==> src/verilog/ncs_pkg.sv <==
package ncs_pkg;
  // base clock
  localparam int SYS_CLK_NS = 10;
  // millisecond enable derived from the base clock
  localparam int MS_TICK_NS = 1_000_000;
  localparam int MS_TICK_CYC = MS_TICK_NS / SYS_CLK_NS;
  // pulse period and lamp blink, counted in millisecond ticks
  localparam int PERIOD_MS = 1000;
  localparam int BLINK_HALF_MS = 500;
  localparam logic [9:0] PERIOD_LAST = 10'h3e7;
  localparam logic [9:0] BLINK_HALF = 10'h1f4;
  // fixed top-off pulse, 1/16 of a second rounded down
  localparam logic [9:0] TOPOFF_PULSE_MS = 10'h03e;
  // quiet time ahead of each cell-voltage sample
  localparam int QUIET_NS = 2000;
  localparam int QUIET_CYC = (QUIET_NS + SYS_CLK_NS - 1) / SYS_CLK_NS;
  localparam logic [7:0] QUIET_LAST = 8'(QUIET_CYC - 1);
  // maximum charge time in timer-oscillator periods
  localparam int MTO_TICKS_DEF = 16384;
  localparam int HOLDOFF_DIV = 32;
  localparam int SAMPLE_DIV = 128;
  // cell-voltage adc, peak drop of 3.8 mV in adc steps
  localparam int ADC_W = 12;
  localparam real PVD_MV = 3.8;
  localparam logic [11:0] PVD_DROP_LSB = 12'h004;

  typedef enum logic [2:0] {
    ST_QUAL = 3'b000,
    ST_COND = 3'b001,
    ST_FAST = 3'b011,
    ST_TOPOFF = 3'b010,
    ST_MAINT = 3'b110,
    ST_SUSP = 3'b111,
    ST_IDLE = 3'b101
  } ncs_state_t;

  typedef enum logic [1:0] {
    SP_IDLE = 2'b00,
    SP_QUIET = 2'b01,
    SP_CONV = 2'b11
  } ncs_samp_t;

  // comparator results, each high when the condition holds
  typedef struct packed {
    logic cell_low;     // cell voltage below low_cell_threshold
    logic cell_max;     // cell voltage above max_cell_threshold
    logic ts_cold;      // thermistor above cold_fault_threshold
    logic ts_hot;       // thermistor below hot_fault_threshold
    logic ts_cut;       // thermistor below hot_cutoff_threshold
    logic sns_hi;       // current sense above high threshold
    logic sns_lo;       // current sense below low threshold
    logic bat_present;  // battery present
    logic sleep_req;    // sleep level on the cell input
  } ncs_sense_t;

  typedef struct packed {
    logic valid;
    logic [ADC_W-1:0] data;
  } ncs_sample_t;
endpackage

==> src/verilog/ncs_charge_sequencer.sv <==
`timescale 1ns/10ps
// Function
// - restart on power, battery insertion, sleep exit
// - qualify first; low cell enters conditioning
// - conditioning pulses switch once per second
// - lamp blinks 1 Hz during qualification and conditioning
// - conditioning exits only when voltage, temperature good
// - timer frozen during conditioning
// - lamp steadily on in fast charge
// - fast, optional top-off, then maintenance below max
// - peak detect held off for max/32
// - timer expiry leaves fast for top-off/maintenance
// - timer cleared before top-off begins
// - cold in fast pauses timer into conditioning, then resumes
// - hot fault ignored during fast charge
// - hot cutoff in fast/top-off suspends, lamp off, resume maintenance
// - max-cell check in fast, top-off, maintenance; peak drop per max/128
// - switch and timer pin low before sampling
// - adc sampling only in fast charge
// - switch high passes current, low blocks
module ncs_charge_sequencer
  import ncs_pkg::*;
#(
  parameter int MS_CYC = MS_TICK_CYC,
  parameter int MTO_TICKS = MTO_TICKS_DEF
) (
  input wire logic sys_clk,
  input wire logic rst_n,
  input wire ncs_sense_t sense_in,
  input wire logic timer_program_pin_in,
  output logic timer_program_pin_out,
  output logic timer_program_pin_oe,
  input wire logic [9:0] trickle_pulse_ms,
  input wire logic topoff_select,
  output logic adc_start,
  input wire ncs_sample_t adc_result,
  output logic charge_switch_out,
  output logic status_lamp_out,
  output logic status_lamp_oe,
  output ncs_state_t charge_state
);
  localparam int TW = $clog2(MTO_TICKS + 1);
  localparam int MW = $clog2(MS_CYC);
  localparam logic [TW-1:0] MTO_T = TW'(MTO_TICKS);
  localparam logic [TW-1:0] HOLD_T = TW'(MTO_TICKS / HOLDOFF_DIV);
  localparam logic [TW-1:0] SAMP_LAST = TW'(MTO_TICKS / SAMPLE_DIV - 1);

  if (MTO_TICKS < SAMPLE_DIV || MTO_TICKS % SAMPLE_DIV != 0 || MS_CYC < 2) begin : g_bad
    $error("ncs_charge_sequencer: unusable timing parameters");
  end

  ncs_sense_t s;
  logic rc_s;
  logic rc_prev;
  logic [2:0] rc_hold;
  logic bat_prev;
  logic sleep_prev;
  ncs_state_t state;
  ncs_state_t next_state;
  ncs_samp_t phase;
  ncs_samp_t next_phase;
  logic [7:0] quiet_cnt;
  logic [MW-1:0] ms_cnt;
  logic [9:0] ms_in_sec;
  logic [TW-1:0] timer;
  logic [TW-1:0] samp_cnt;
  logic drop;

  ncs_sync #(.W($bits(ncs_sense_t) + 1)) u_sync (
    .sys_clk(sys_clk),
    .rst_n(rst_n),
    .d({timer_program_pin_in, sense_in}),
    .q({rc_s, s})
  );

  // restart and idle decode
  wire cycle_start = (s.bat_present & ~bat_prev) | (sleep_prev & ~s.sleep_req);
  wire go_idle = s.sleep_req | ~s.bat_present;
  wire go_on = !cycle_start && !go_idle;

  // shared time base: oscillator edges and millisecond enables
  // the synchronised pin lags the pin by two edges, so edges are ignored while
  // the pin is held low and for three cycles after its release
  wire rc_rise = rc_s & ~rc_prev & ~timer_program_pin_oe & ~|rc_hold;
  wire ms_tick = (ms_cnt == MW'(MS_CYC - 1));
  wire sec_wrap = ms_tick && (ms_in_sec == PERIOD_LAST);

  wire in_fast = (state == ST_FAST);
  wire expired = (timer >= MTO_T);
  wire holdoff_done = (timer >= HOLD_T);
  wire timer_run = rc_rise & ~expired & (in_fast | (state == ST_TOPOFF));
  wire sample_due = timer_run && in_fast && holdoff_done && (samp_cnt == SAMP_LAST);
  // hot fault is not consulted here during fast charge
  wire temp_ok = !s.ts_cold && !s.ts_hot;
  wire fast_end = in_fast && !s.ts_cut && !s.ts_cold && (expired || drop || s.cell_max);
  wire cond_ok = !s.cell_low && temp_ok;

  // charge-cycle states; idle and restart override every state
  always_comb begin
    next_state = state;
    case (state)
      ST_QUAL: begin
        next_state = cond_ok ? ST_FAST : ST_COND;
      end
      ST_COND: begin
        if (cond_ok) next_state = ST_FAST;
      end
      ST_FAST: begin
        if (s.ts_cut) next_state = ST_SUSP;
        else if (s.ts_cold) next_state = ST_COND;
        else if (fast_end) next_state = topoff_select ? ST_TOPOFF : ST_MAINT;
      end
      ST_TOPOFF: begin
        if (s.ts_cut) next_state = ST_SUSP;
        else if (expired || s.cell_max) next_state = ST_MAINT;
      end
      ST_SUSP: begin
        if (!s.ts_hot) next_state = ST_MAINT;
      end
      default: begin
        next_state = state;
      end
    endcase
    if (go_idle) next_state = ST_IDLE;
    else if (cycle_start) next_state = ST_QUAL;
  end

  // sampling: quiet period with switch and timer pin low, then one conversion
  always_comb begin
    next_phase = phase;
    case (phase)
      SP_IDLE: begin
        if (sample_due) next_phase = SP_QUIET;
      end
      SP_QUIET: begin
        if (quiet_cnt == 8'h00) next_phase = SP_CONV;
      end
      SP_CONV: begin
        if (adc_result.valid) next_phase = SP_IDLE;
      end
      default: begin
        next_phase = SP_IDLE;
      end
    endcase
    if (!in_fast) next_phase = SP_IDLE;
  end

  assign adc_start = (phase == SP_QUIET) && (quiet_cnt == 8'h00) && in_fast;
  wire take = (phase == SP_CONV) && adc_result.valid && in_fast;

  ncs_peak_track u_peak (
    .sys_clk(sys_clk),
    .rst_n(rst_n),
    .clear(cycle_start | go_idle),
    .take(take),
    .sample(adc_result.data),
    .drop(drop)
  );

  // true during the first part of each second, up to the given millisecond count
  function automatic logic ms_below(input logic [9:0] ms, input logic [9:0] limit);
    return ms < limit;
  endfunction

  // output decode
  wire pulse_on = ms_below(ms_in_sec, trickle_pulse_ms);
  wire top_on = ms_below(ms_in_sec, TOPOFF_PULSE_MS);
  wire blink_on = ms_below(ms_in_sec, BLINK_HALF);
  wire reg_sw = s.sns_hi ? 1'b0 : (s.sns_lo ? 1'b1 : charge_switch_out);
  wire next_sw = (phase != SP_IDLE) ? 1'b0 :
                 in_fast ? reg_sw :
                 (state == ST_COND) ? pulse_on :
                 (state == ST_MAINT) ? (pulse_on & ~s.cell_max) :
                 (state == ST_TOPOFF) ? (top_on & ~s.cell_max) : 1'b0;
  wire next_lamp = in_fast | (((state == ST_QUAL) | (state == ST_COND)) & blink_on);

  assign timer_program_pin_out = 1'b0;
  assign timer_program_pin_oe = (phase != SP_IDLE);
  assign status_lamp_out = 1'b0;
  assign charge_state = state;

  always_ff @(posedge sys_clk or negedge rst_n) begin
    if (!rst_n) begin
      state <= ST_QUAL;
      phase <= SP_IDLE;
      rc_prev <= 1'b0;
      bat_prev <= 1'b0;
      sleep_prev <= 1'b0;
      charge_switch_out <= 1'b0;
      status_lamp_oe <= 1'b0;
    end else begin
      state <= next_state;
      phase <= next_phase;
      rc_prev <= rc_s;
      bat_prev <= s.bat_present;
      sleep_prev <= s.sleep_req;
      charge_switch_out <= next_sw;
      status_lamp_oe <= next_lamp;
    end
  end

  always_ff @(posedge sys_clk or negedge rst_n) begin
    if (!rst_n) quiet_cnt <= 8'h00;
    else if (phase == SP_IDLE) quiet_cnt <= QUIET_LAST;
    else if (quiet_cnt != 8'h00) quiet_cnt <= quiet_cnt - 8'h01;
  end

  always_ff @(posedge sys_clk or negedge rst_n) begin
    if (!rst_n) rc_hold <= 3'h0;
    else rc_hold <= {rc_hold[1:0], timer_program_pin_oe};
  end

  always_ff @(posedge sys_clk or negedge rst_n) begin
    if (!rst_n) begin
      ms_cnt <= '0;
      ms_in_sec <= 10'h000;
    end else begin
      ms_cnt <= ms_tick ? '0 : ms_cnt + MW'(1);
      if (sec_wrap) ms_in_sec <= 10'h000;
      else if (ms_tick) ms_in_sec <= ms_in_sec + 10'h001;
    end
  end

  always_ff @(posedge sys_clk or negedge rst_n) begin
    if (!rst_n) timer <= '0;
    else if (!go_on) timer <= '0;
    else if (in_fast && next_state == ST_TOPOFF) timer <= '0;
    else if (timer_run) timer <= timer + TW'(1);
  end

  always_ff @(posedge sys_clk or negedge rst_n) begin
    if (!rst_n) samp_cnt <= '0;
    else if (!go_on) samp_cnt <= '0;
    else if (timer_run && in_fast) samp_cnt <= (samp_cnt == SAMP_LAST) ? '0 : samp_cnt + TW'(1);
  end

  // state flow after temperature, maximum cell voltage and restart events
  wire fast_stay = in_fast && !s.ts_cut && !s.ts_cold && !fast_end && go_on;
endmodule

==> src/verilog/ncs_peak_track.sv <==
`timescale 1ns/10ps
module ncs_peak_track
  import ncs_pkg::*;
(
  input wire logic sys_clk,
  input wire logic rst_n,
  input wire logic clear,
  input wire logic take,
  input wire logic [ADC_W-1:0] sample,
  output logic drop
);
  logic [ADC_W-1:0] peak;
  logic have;
  wire higher = !have || (sample > peak);
  wire [ADC_W-1:0] fall = peak - sample;

  always_ff @(posedge sys_clk or negedge rst_n) begin
    if (!rst_n) begin
      peak <= '0;
      have <= 1'b0;
      drop <= 1'b0;
    end else if (clear) begin
      peak <= '0;
      have <= 1'b0;
      drop <= 1'b0;
    end else if (take) begin
      if (higher) begin
        peak <= sample;
        have <= 1'b1;
      end else if (fall >= PVD_DROP_LSB) begin
        drop <= 1'b1;
      end
    end
  end
endmodule

==> src/verilog/ncs_sync.sv <==
`timescale 1ns/10ps
module ncs_sync #(
  parameter int W = 1
) (
  input wire logic sys_clk,
  input wire logic rst_n,
  input wire logic [W-1:0] d,
  output logic [W-1:0] q
);
  logic [W-1:0] meta;

  always_ff @(posedge sys_clk or negedge rst_n) begin
    if (!rst_n) begin
      meta <= '0;
      q <= '0;
    end else begin
      meta <= d;
      q <= meta;
    end
  end
endmodule
==> config.mk <==
export PLATFORM = sky130hd
export DESIGN_NAME = ncs_charge_sequencer
export DESIGN_NICKNAME = d
export VERILOG_FILES = /design/src/verilog/ncs_pkg.sv /design/src/verilog/ncs_charge_sequencer.sv /design/src/verilog/ncs_peak_track.sv /design/src/verilog/ncs_sync.sv
export SDC_FILE = /design/constraint.sdc
export NUM_CORES = 1
export LEC_CHECK = 0
export ABC_AREA = 0
export BUFFER_PORTS_ARGS = -buffer_cell sky130_fd_sc_hd__buf_2
export CELL_PAD_IN_SITES_DETAIL_PLACEMENT = 1
export CELL_PAD_IN_SITES_GLOBAL_PLACEMENT = 1
export CORE_ASPECT_RATIO = 1.1
export CORE_UTILIZATION = 40
export CTS_BUF_LIST = sky130_fd_sc_hd__clkbuf_16
export CTS_CLUSTER_SIZE = 14
export DETAILED_ROUTE_END_ITERATION = 8
export PLACE_DENSITY = 0.72
export SYNTH_ARGS = -nofsm -noshare
export SYNTH_HDL_FRONTEND = slang
export SYNTH_SLANG_ARGS = --single-unit
==> constraint.sdc <==
create_clock -name sys_clk -period 2.62 [get_ports sys_clk]
set_input_delay 0.786 -clock sys_clk [delete_from_list [all_inputs] [get_ports sys_clk]]
set_output_delay 0.786 -clock sys_clk [all_outputs]
set_load 0.02 [all_outputs]
==> results of run 1 <==
-- kinds of logic (layout without fill, tap and decap cells) --
logic type | after synthesis | in the layout | share of synthesized area
other cells | 1 | 2 | 0.000632
xor+xnor | 41 | 41 | 0.0606
fa+ha+maj | 28 | 28 | 0.0603
buf+inv | 60 | 156 | 0.0441
compound gates | 126 | 126 | 0.139
flops | 112 | 112 | 0.473
mux | 4 | 4 | 0.00696
simple gates | 238 | 238 | 0.215
-- through the flow --
stage / utilization / total power [W] / area, sq um / hold slack, ns / TNS (ns)
final: 0.495 / 0.00341 / 7150 / 0.351 / -0.0754
after global routing: 0.495 / 0.00353 / 7150 / 0.358 / -0.240
after CTS: 0.487 / 0.00343 / 7040 / 0.354 / -0.0890
after detailed placement: 0.462 / 0.00202 / 6680 / 0.337 / -5.22
after global placement: 0.462 / 0.00201 / 6680 / 0.333 / -4.08
after floorplan: - / 0.00189 / 5950 / 0.331 / -0.0285
-- routing by layer --
metal,share of wire,global-route usage,vias up
li1,-,-,2336
met1,0.43,0.254,2459
met2,0.52,0.382,65
met3,0.027,0.0372,15
met4,0.014,0.0724,0
met5,0,0,-
-- worst paths after layout --
check / depth (start not counted) / slack [ns] / startpoint / end
min in group asynchronous: 1 / 0.36 / rst_n / u_peak.peak[3]
worst max-delay path: 7 / -0.08 / quiet_cnt[0] / adc_start
worst min-delay path: 0 / 0.35 / u_sync.meta[2] / u_sync.q[2]
max in group asynchronous: 2 / 1.63 / rst_n / charge_state[1]
worst max register to register: 10 / 0.04 / u_peak.peak[0] / u_peak.drop
worst min register to register: 0 / 0.35 / u_sync.meta[2] / u_sync.q[2]
-- state kept, by name (all words and copies together) (netlist names), 8 cells and up --
signal and count:
ms_cnt 17, ms_in_sec 10, quiet_cnt 8, u_sync.meta 10, samp_cnt 15, u_peak.peak 12, u_sync.q 10, timer 15
-- timing repair --
item	in CTS	in global routing
pin swaps	4	8
buffers inserted	4	3
setup endpoints to repair	14	14
resized for setup	11	21
-- worst max-delay path, cell delays in order (launching register included) --
cell and delay, ns:
sky130_fd_sc_hd__dfrtp_1 0.39, sky130_fd_sc_hd__inv_2 0.09, sky130_fd_sc_hd__ha_4 0.13, sky130_fd_sc_hd__or3b_4 0.40, sky130_fd_sc_hd__nor3_4 0.16, sky130_fd_sc_hd__nand2_2 0.09, sky130_fd_sc_hd__nor3_2 0.11, sky130_fd_sc_hd__buf_4 0.17
-- placed cells by master (no fill, tap or decap), types with 4 or more instances in the layout --
cell type / netlist / routed
sky130_fd_sc_hd__o21a_1: 4 / 4
sky130_fd_sc_hd__a21o_1: 4 / 4
sky130_fd_sc_hd__nand3b_1: 5 / 5
sky130_fd_sc_hd__nand2_1: 48 / 47
sky130_fd_sc_hd__nand2b_1: 9 / 9
sky130_fd_sc_hd__nand3_1: 21 / 21
sky130_fd_sc_hd__dfrtp_1: 112 / 111
sky130_fd_sc_hd__a22o_1: 13 / 13
sky130_fd_sc_hd__nor2_1: 57 / 57
sky130_fd_sc_hd__nand4_1: 12 / 12
sky130_fd_sc_hd__inv_2: 0 / 4
sky130_fd_sc_hd__buf_4: 3 / 56
sky130_fd_sc_hd__xnor2_1: 27 / 27
sky130_fd_sc_hd__a211oi_1: 6 / 4
sky130_fd_sc_hd__nor3_1: 15 / 13
sky130_fd_sc_hd__nor2b_1: 10 / 10
sky130_fd_sc_hd__ha_1: 27 / 24
sky130_fd_sc_hd__nor4_1: 7 / 7
sky130_fd_sc_hd__a21oi_1: 27 / 26
sky130_fd_sc_hd__a31oi_1: 4 / 4
sky130_fd_sc_hd__and3_1: 15 / 14
sky130_fd_sc_hd__nor3b_1: 5 / 5
sky130_fd_sc_hd__xor2_1: 14 / 14
sky130_fd_sc_hd__and4_1: 5 / 5
sky130_fd_sc_hd__buf_2: 0 / 39
sky130_fd_sc_hd__nor2_2: 5 / 5
sky130_fd_sc_hd__clkbuf_16: 0 / 9
sky130_fd_sc_hd__inv_1: 43 / 41
sky130_fd_sc_hd__o31ai_1: 6 / 6
sky130_fd_sc_hd__o21ai_0: 39 / 38
-- area by class of cell --
cell class              instances  area, sq um  share of cell area
clock inverters                 7         71.3             0.00997
multi-input cells             439         3000               0.420
clock buffers                   9          225              0.0315
repair buffers                 97          647              0.0904
flip-flops and latches        112         2800               0.392
inverters                      43          161              0.0226
well taps                     192          240              0.0336
-- report_power, final --
part	switching, W	leakage, nW	internal, W	total (W)
Combinational	0.000134	1.64	0.0000990	0.000233
Sequential	0.0000136	1.46	0.00175	0.00176
Clock	0.000663	0.155	0.000748	0.00141
==> metrics.txt, run 1 <==
status=complete, but fails checks; violations in the final reports=setup timing; static leakage=3.25 nW; Total Routed Length=about 15000 um; DRC viols=0; Cell Count Post-Placement=876; number of nets in the final layout=766; maximum root-to-sink buffer count=2; routed length per placed instance=16.8 um; number of top-level pins=45; setup repair after global routing missed its margin=yes; number of inserted diodes=0; Yosys Warn Count=0; Horiz. Die Dim=between 100 and 150 um; area growth from synthesis to final layout=20.6%; data arrival time of the worst path=around 1.9 ns; latest clock arrival within the worst-skew pair=0.36 ns; Final HPWL DP=11100 um; number of global-route vias before repair=about 5400; cell taking the most area after synthesis=sky130_fd_sc_hd__dfrtp_1; CTS tree=done; CTS H-tree lvls=3; Req. time, crit path=~1.8 ns; fraction of registers with async set/reset=1.00; clock tree skew after final layout=0.00672 ns; predominant post-synthesis flop cell=sky130_fd_sc_hd__dfrtp_1; final number of hold-violating endpoints=0; post-placement setup slack=-0.419 ns; via count=4875; clock buffer count from CTS=9; cts-stage hold buffer count=0; final setup margin=-0.0754 ns; combined global-route utilization of all metal layers=0.211; y dimension of the die=130 um; maximum clock rate=371 MHz; DRC marker count from the first detailed-route iteration=approximately 160; count of buffers from port buffering=42; library cell used as clock root buffer=sky130_fd_sc_hd__clkbuf_16; clock slew at reported path FFs=around 0.080 ns; HP Class=reg -> reg; post-synth cell types=67; Placer Congestion=0.857; EDFF count, synth=0; proportion of layout cells with a drive suffix above 1=0.211; MaxCap Viol Count=0; clock sink count=112; FILL cells=1640; cell with the most instances after synthesis=sky130_fd_sc_hd__dfrtp_1; syn avg cell area=approximately 9.7 sq um; Cells after Synth=610; core region area=14400 sq um; final count of pins violating max slew=0; effective utilization at floorplan=0.410; nature of the critical path startpoint=flip-flop; maximum number of pins on one net before global-route repair=50; critical path endpoint category=primary output; Pwr per Cell Area=~480 nW/um^2; ranking of synthesized cells by area=sky130_fd_sc_hd__dfrtp_1 47%, sky130_fd_sc_hd__ha_1 5.7%, sky130_fd_sc_hd__xnor2_1 4.0%, sky130_fd_sc_hd__nor2_1 3.6%, sky130_fd_sc_hd__o21ai_0 3.3%; vias per cell=5.42; Setup CP Type=reg -> out; Worst Path Max Fanout=2; GRT overflow=0; final standard cell count with taps included and fillers excluded=around 900; Slew headroom=0.320; ranking of synthesized cells by instance count=112 x sky130_fd_sc_hd__dfrtp_1, 57 x sky130_fd_sc_hd__nor2_1, 48 x sky130_fd_sc_hd__nand2_1; detailed-routing iteration count for the pre-antenna-repair pass=4; share of the synthesized area in the top cell type=0.473; final setup violating endpoints=1; global-route wire length before repair=25800 um; post-synthesis sequential area ratio=0.473; synthesized area=~6000 sq um; Tightest Pin Transition=1.00 ns; worst-case vdd ir drop=0.307 mV; antenna violations before repair=0; die footprint=15300 sq um; Final ANT Viol Nets=0; final worst path period share=1.03; post-layout minimum cycle time=2.70 ns; num rows=46; total of flip-flops plus latches after synthesis=112
Note: power is estimated with default switching activity, not from simulation.
==> run 2: changes to the inputs <==
ABC_CLOCK_PERIOD_IN_PS = 2740   (was default)
CORE_ASPECT_RATIO = 1.75   (was 1.1)
PLACE_DENSITY = 0.69   (was 0.72)
clock period = 2.74 ns   (was 2.62 ns; I/O delays follow)
==> run 2 against run 1 <==
Net effect:
- worst setup slack better by 0.040 ns
- largest power group unchanged
- routed wire length is 2.0% higher
- the flow still finishes with violations (setup timing)
- via count is 0.45% higher
- hold slack worse by 0.0081 ns
- sequential share of layout area is 0.69 points lower
- register-to-register slack better by 0.13 ns
- clock skew is 0.0085 ns higher
- critical endpoint unchanged
- combinational power is 7% lower
- first-iteration DRC count is 2.4% lower
==> metrics.txt, run 2 (synthesis gave the netlist of run 1 again) <==
status=complete, but fails checks (unchanged); violations in the final reports=setup timing (unchanged); detailed-routing iteration count for the pre-antenna-repair pass=4 (unchanged); final standard cell count with taps included and fillers excluded=905 (was 899); setup repair after global routing missed its margin=yes (unchanged); GR peak layer=met2 (unchanged); switching power as a share of total power=0.245 (was 0.238); final count of pins violating max slew=0 (unchanged); Max stage delay cell, worst path=sky130_fd_sc_hd__dfrtp_1 (was sky130_fd_sc_hd__or3b_4); routed length per placed instance=17.1 um (was 16.8 um); proportion of layout cells with a drive suffix above 1=0.222 (was 0.211); critical path endpoint category=primary output (unchanged); final setup violating endpoints=1 (unchanged); cell class contributing the biggest share of worst-path delay=simple AND/OR/NAND/NOR gates (unchanged); combined flip-flop and latch cell area=2800 sq um (about the same); highest cell delay on the worst timing path=0.40 ns (about the same); GRT overflow=0 (unchanged); cts-stage hold buffer count=0 (unchanged); Cell Chain, Critical Path=inv_2 -> ha_4 -> or3b_4 -> nor3_4 -> nand2_2 -> nor3_4 -> buf_6 (was inv_2 -> ha_4 -> or3b_4 -> nor3_4 -> nand2_2 -> nor3_2 -> buf_4); Top cell by count, worst path=sky130_fd_sc_hd__nor3_4; y dimension of the die=163 um (was 130 um); combinational share of power=0.065 (was 0.068); number of nets in the final layout=784 (was 766); global-route wire length before repair=26100 um (was 25800 um); Horiz. Die Dim=94.0 um (was 118 um); Setup CP Type=reg -> out (unchanged); area occupied by multi-input gates=2940 sq um (was 3000 sq um); internal power component=0.00251 W (was 0.00260 W); switching power=0.000816 W (was 0.000811 W); number of flip-flops in the largest register=17 (unchanged); Total Routed Length=15400 um (was 15100 um); post-route worst hold slack=0.343 ns (was 0.351 ns); clock tree skew after final layout=0.0152 ns (was 0.00672 ns); core region area=14400 sq um (about the same); MaxCap Viol Count=0 (unchanged); combined global-route utilization of all metal layers=0.221 (was 0.211); worst-case vdd ir drop=0.352 mV (was 0.307 mV); CTS tree=done (unchanged); register bank with the most flops=ms_cnt (unchanged); data arrival time of the worst path=1.95 ns (was 1.91 ns); Slew headroom=0.364 (was 0.320); core utilization of the finished layout=0.504 (was 0.495); Cell Count Post-Placement=870 (was 876); via count=4897 (was 4875); latest clock arrival within the worst-skew pair=0.36 ns (about the same); clock slew at reported path FFs=0.09 ns (was 0.08 ns); Req. time, crit path=1.92 ns (was 1.83 ns); Placer Congestion=0.857 (about the same); effective utilization at floorplan=0.411 (was 0.410); FILL cells=1653 (was 1640); antenna violations before repair=0 (unchanged); maximum number of pins on one net before global-route repair=93 (was 50); number of top-level pins=45 (unchanged); Final HPWL DP=11500 um (was 11100 um); area growth from synthesis to final layout=22.7% (was 20.6%); grt met3 use=0.0275 (was 0.0372); HP Class=in -> async (was reg -> reg); maximum clock rate=360 MHz; post-placement setup slack=-0.314 ns (was -0.419 ns); vias per cell=5.41 (was 5.42); nature of the critical path startpoint=flip-flop (unchanged); DRC marker count from the first detailed-route iteration=160 (was 164); DRC viols=0 (unchanged); die footprint=15300 sq um (about the same); count of buffers from port buffering=42 (unchanged); Final ANT Viol Nets=0 (unchanged); post-layout minimum cycle time=2.78 ns; number of inserted diodes=0 (unchanged); Largest regs=ms_cnt (17), samp_cnt (15), timer (15) (unchanged); clock sink count=112 (unchanged); CP bufs+invs=2 (unchanged); Pwr per Cell Area=457 nW/um^2 (was 476 nW/um^2); final setup margin=-0.0351 ns (was -0.0754 ns); library cell used as clock root buffer=sky130_fd_sc_hd__clkbuf_16 (unchanged); CTS H-tree lvls=3 (unchanged); Global Route met2 Usage=0.438 (was 0.382); static leakage=3.34 nW (was 3.25 nW); num rows=58 (was 46); number of global-route vias before repair=5464 (was 5361); final number of hold-violating endpoints=0 (unchanged); final worst path period share=1.01; clock buffer count from CTS=9 (unchanged); Tightest Pin Transition=0.939 ns (was 1.00 ns); leading cell types in the layout, fill and taps excluded=112 x sky130_fd_sc_hd__dfrtp_1, 69 x sky130_fd_sc_hd__buf_4, 57 x sky130_fd_sc_hd__nor2_1 (was 111 x sky130_fd_sc_hd__dfrtp_1, 57 x sky130_fd_sc_hd__nor2_1, 56 x sky130_fd_sc_hd__buf_4); Worst Path Max Fanout=2 (unchanged); power share of the clock group=0.428 (was 0.414); maximum root-to-sink buffer count=2 (unchanged); relative contribution of sequential cells to total power=0.507 (was 0.517); GR Layer Usage met1=0.223 (was 0.254); leading cell type in the layout, fill and taps excluded=sky130_fd_sc_hd__dfrtp_1 (unchanged)
==> run 2: repair_timing <==
item                                    CTS  global route
cloned                                    0             0
hold endpoints to repair                  0             0
endpoints found under the setup margin    1             3
pin swaps                                 4             2
setup buffers                            19             2
gates resized for setup                  15             6
==> run 2: final timing paths <==
| kind | to | depth (start not counted) | slack (ns) | from |
|---|---|---|---|---|
| min in group sys_clk | u_sync.q[9] | 0 | 0.35 | u_sync.meta[9] |
| max in group asynchronous | ms_in_sec[7] | 2 | 1.60 | rst_n |
| hold / removal | ms_cnt[8] | 1 | 0.34 | rst_n |
| setup / recovery | adc_start | 7 | -0.04 | quiet_cnt[0] |
| setup reg to reg | quiet_cnt[6] | 18 | 0.17 | quiet_cnt[0] |
| hold reg to reg | u_sync.q[9] | 0 | 0.35 | u_sync.meta[9] |
==> run 2: final cells by class <==
| cell class | instances | area share |
|---|---|---|
| Clock inverter | 7 | 0.0148 |
| Tap cell | 180 | 0.0309 |
| Inverter | 43 | 0.0222 |
| Sequential cell | 112 | 0.385 |
| Multi-Input combinational cell | 439 | 0.405 |
| Clock buffer | 9 | 0.0309 |
| Timing Repair Buffer | 115 | 0.112 |
==> run 2: metrics by stage <==
| step | area, sq um | TNS (ns) | power (W) |
|---|---|---|---|
| final | 7280 | -0.0351 | 0.00332 |
| after global placement | 6730 | -2.80 | 0.00193 |
| after CTS | 7260 | -0.0541 | 0.00338 |
| after global routing | 7280 | -0.156 | 0.00346 |
| after floorplan | 5950 | -0.00607 | 0.00180 |
| after detailed placement | 6730 | -3.28 | 0.00193 |
==> run 2: per-layer routing <==
metal  wire (um)  vias to the layer above
li1            -                     2376
met2        9040                       59
met1        5660                     2432
met3         245                       30
met4         493                        0
met5           0                        -
==> run 2: power groups by stage <==
| stage | clock network, W | registers, W | logic (W) |
|---|---|---|---|
| floorplan | 0 | 0.00172 | 0.0000881 |
| global placement | 0 | 0.00172 | 0.000212 |
| detailed placement | 0 | 0.00172 | 0.000217 |
| CTS | 0.00147 | 0.00168 | 0.000218 |
| global route | 0.00154 | 0.00169 | 0.000243 |
| finish | 0.00142 | 0.00168 | 0.000216 |
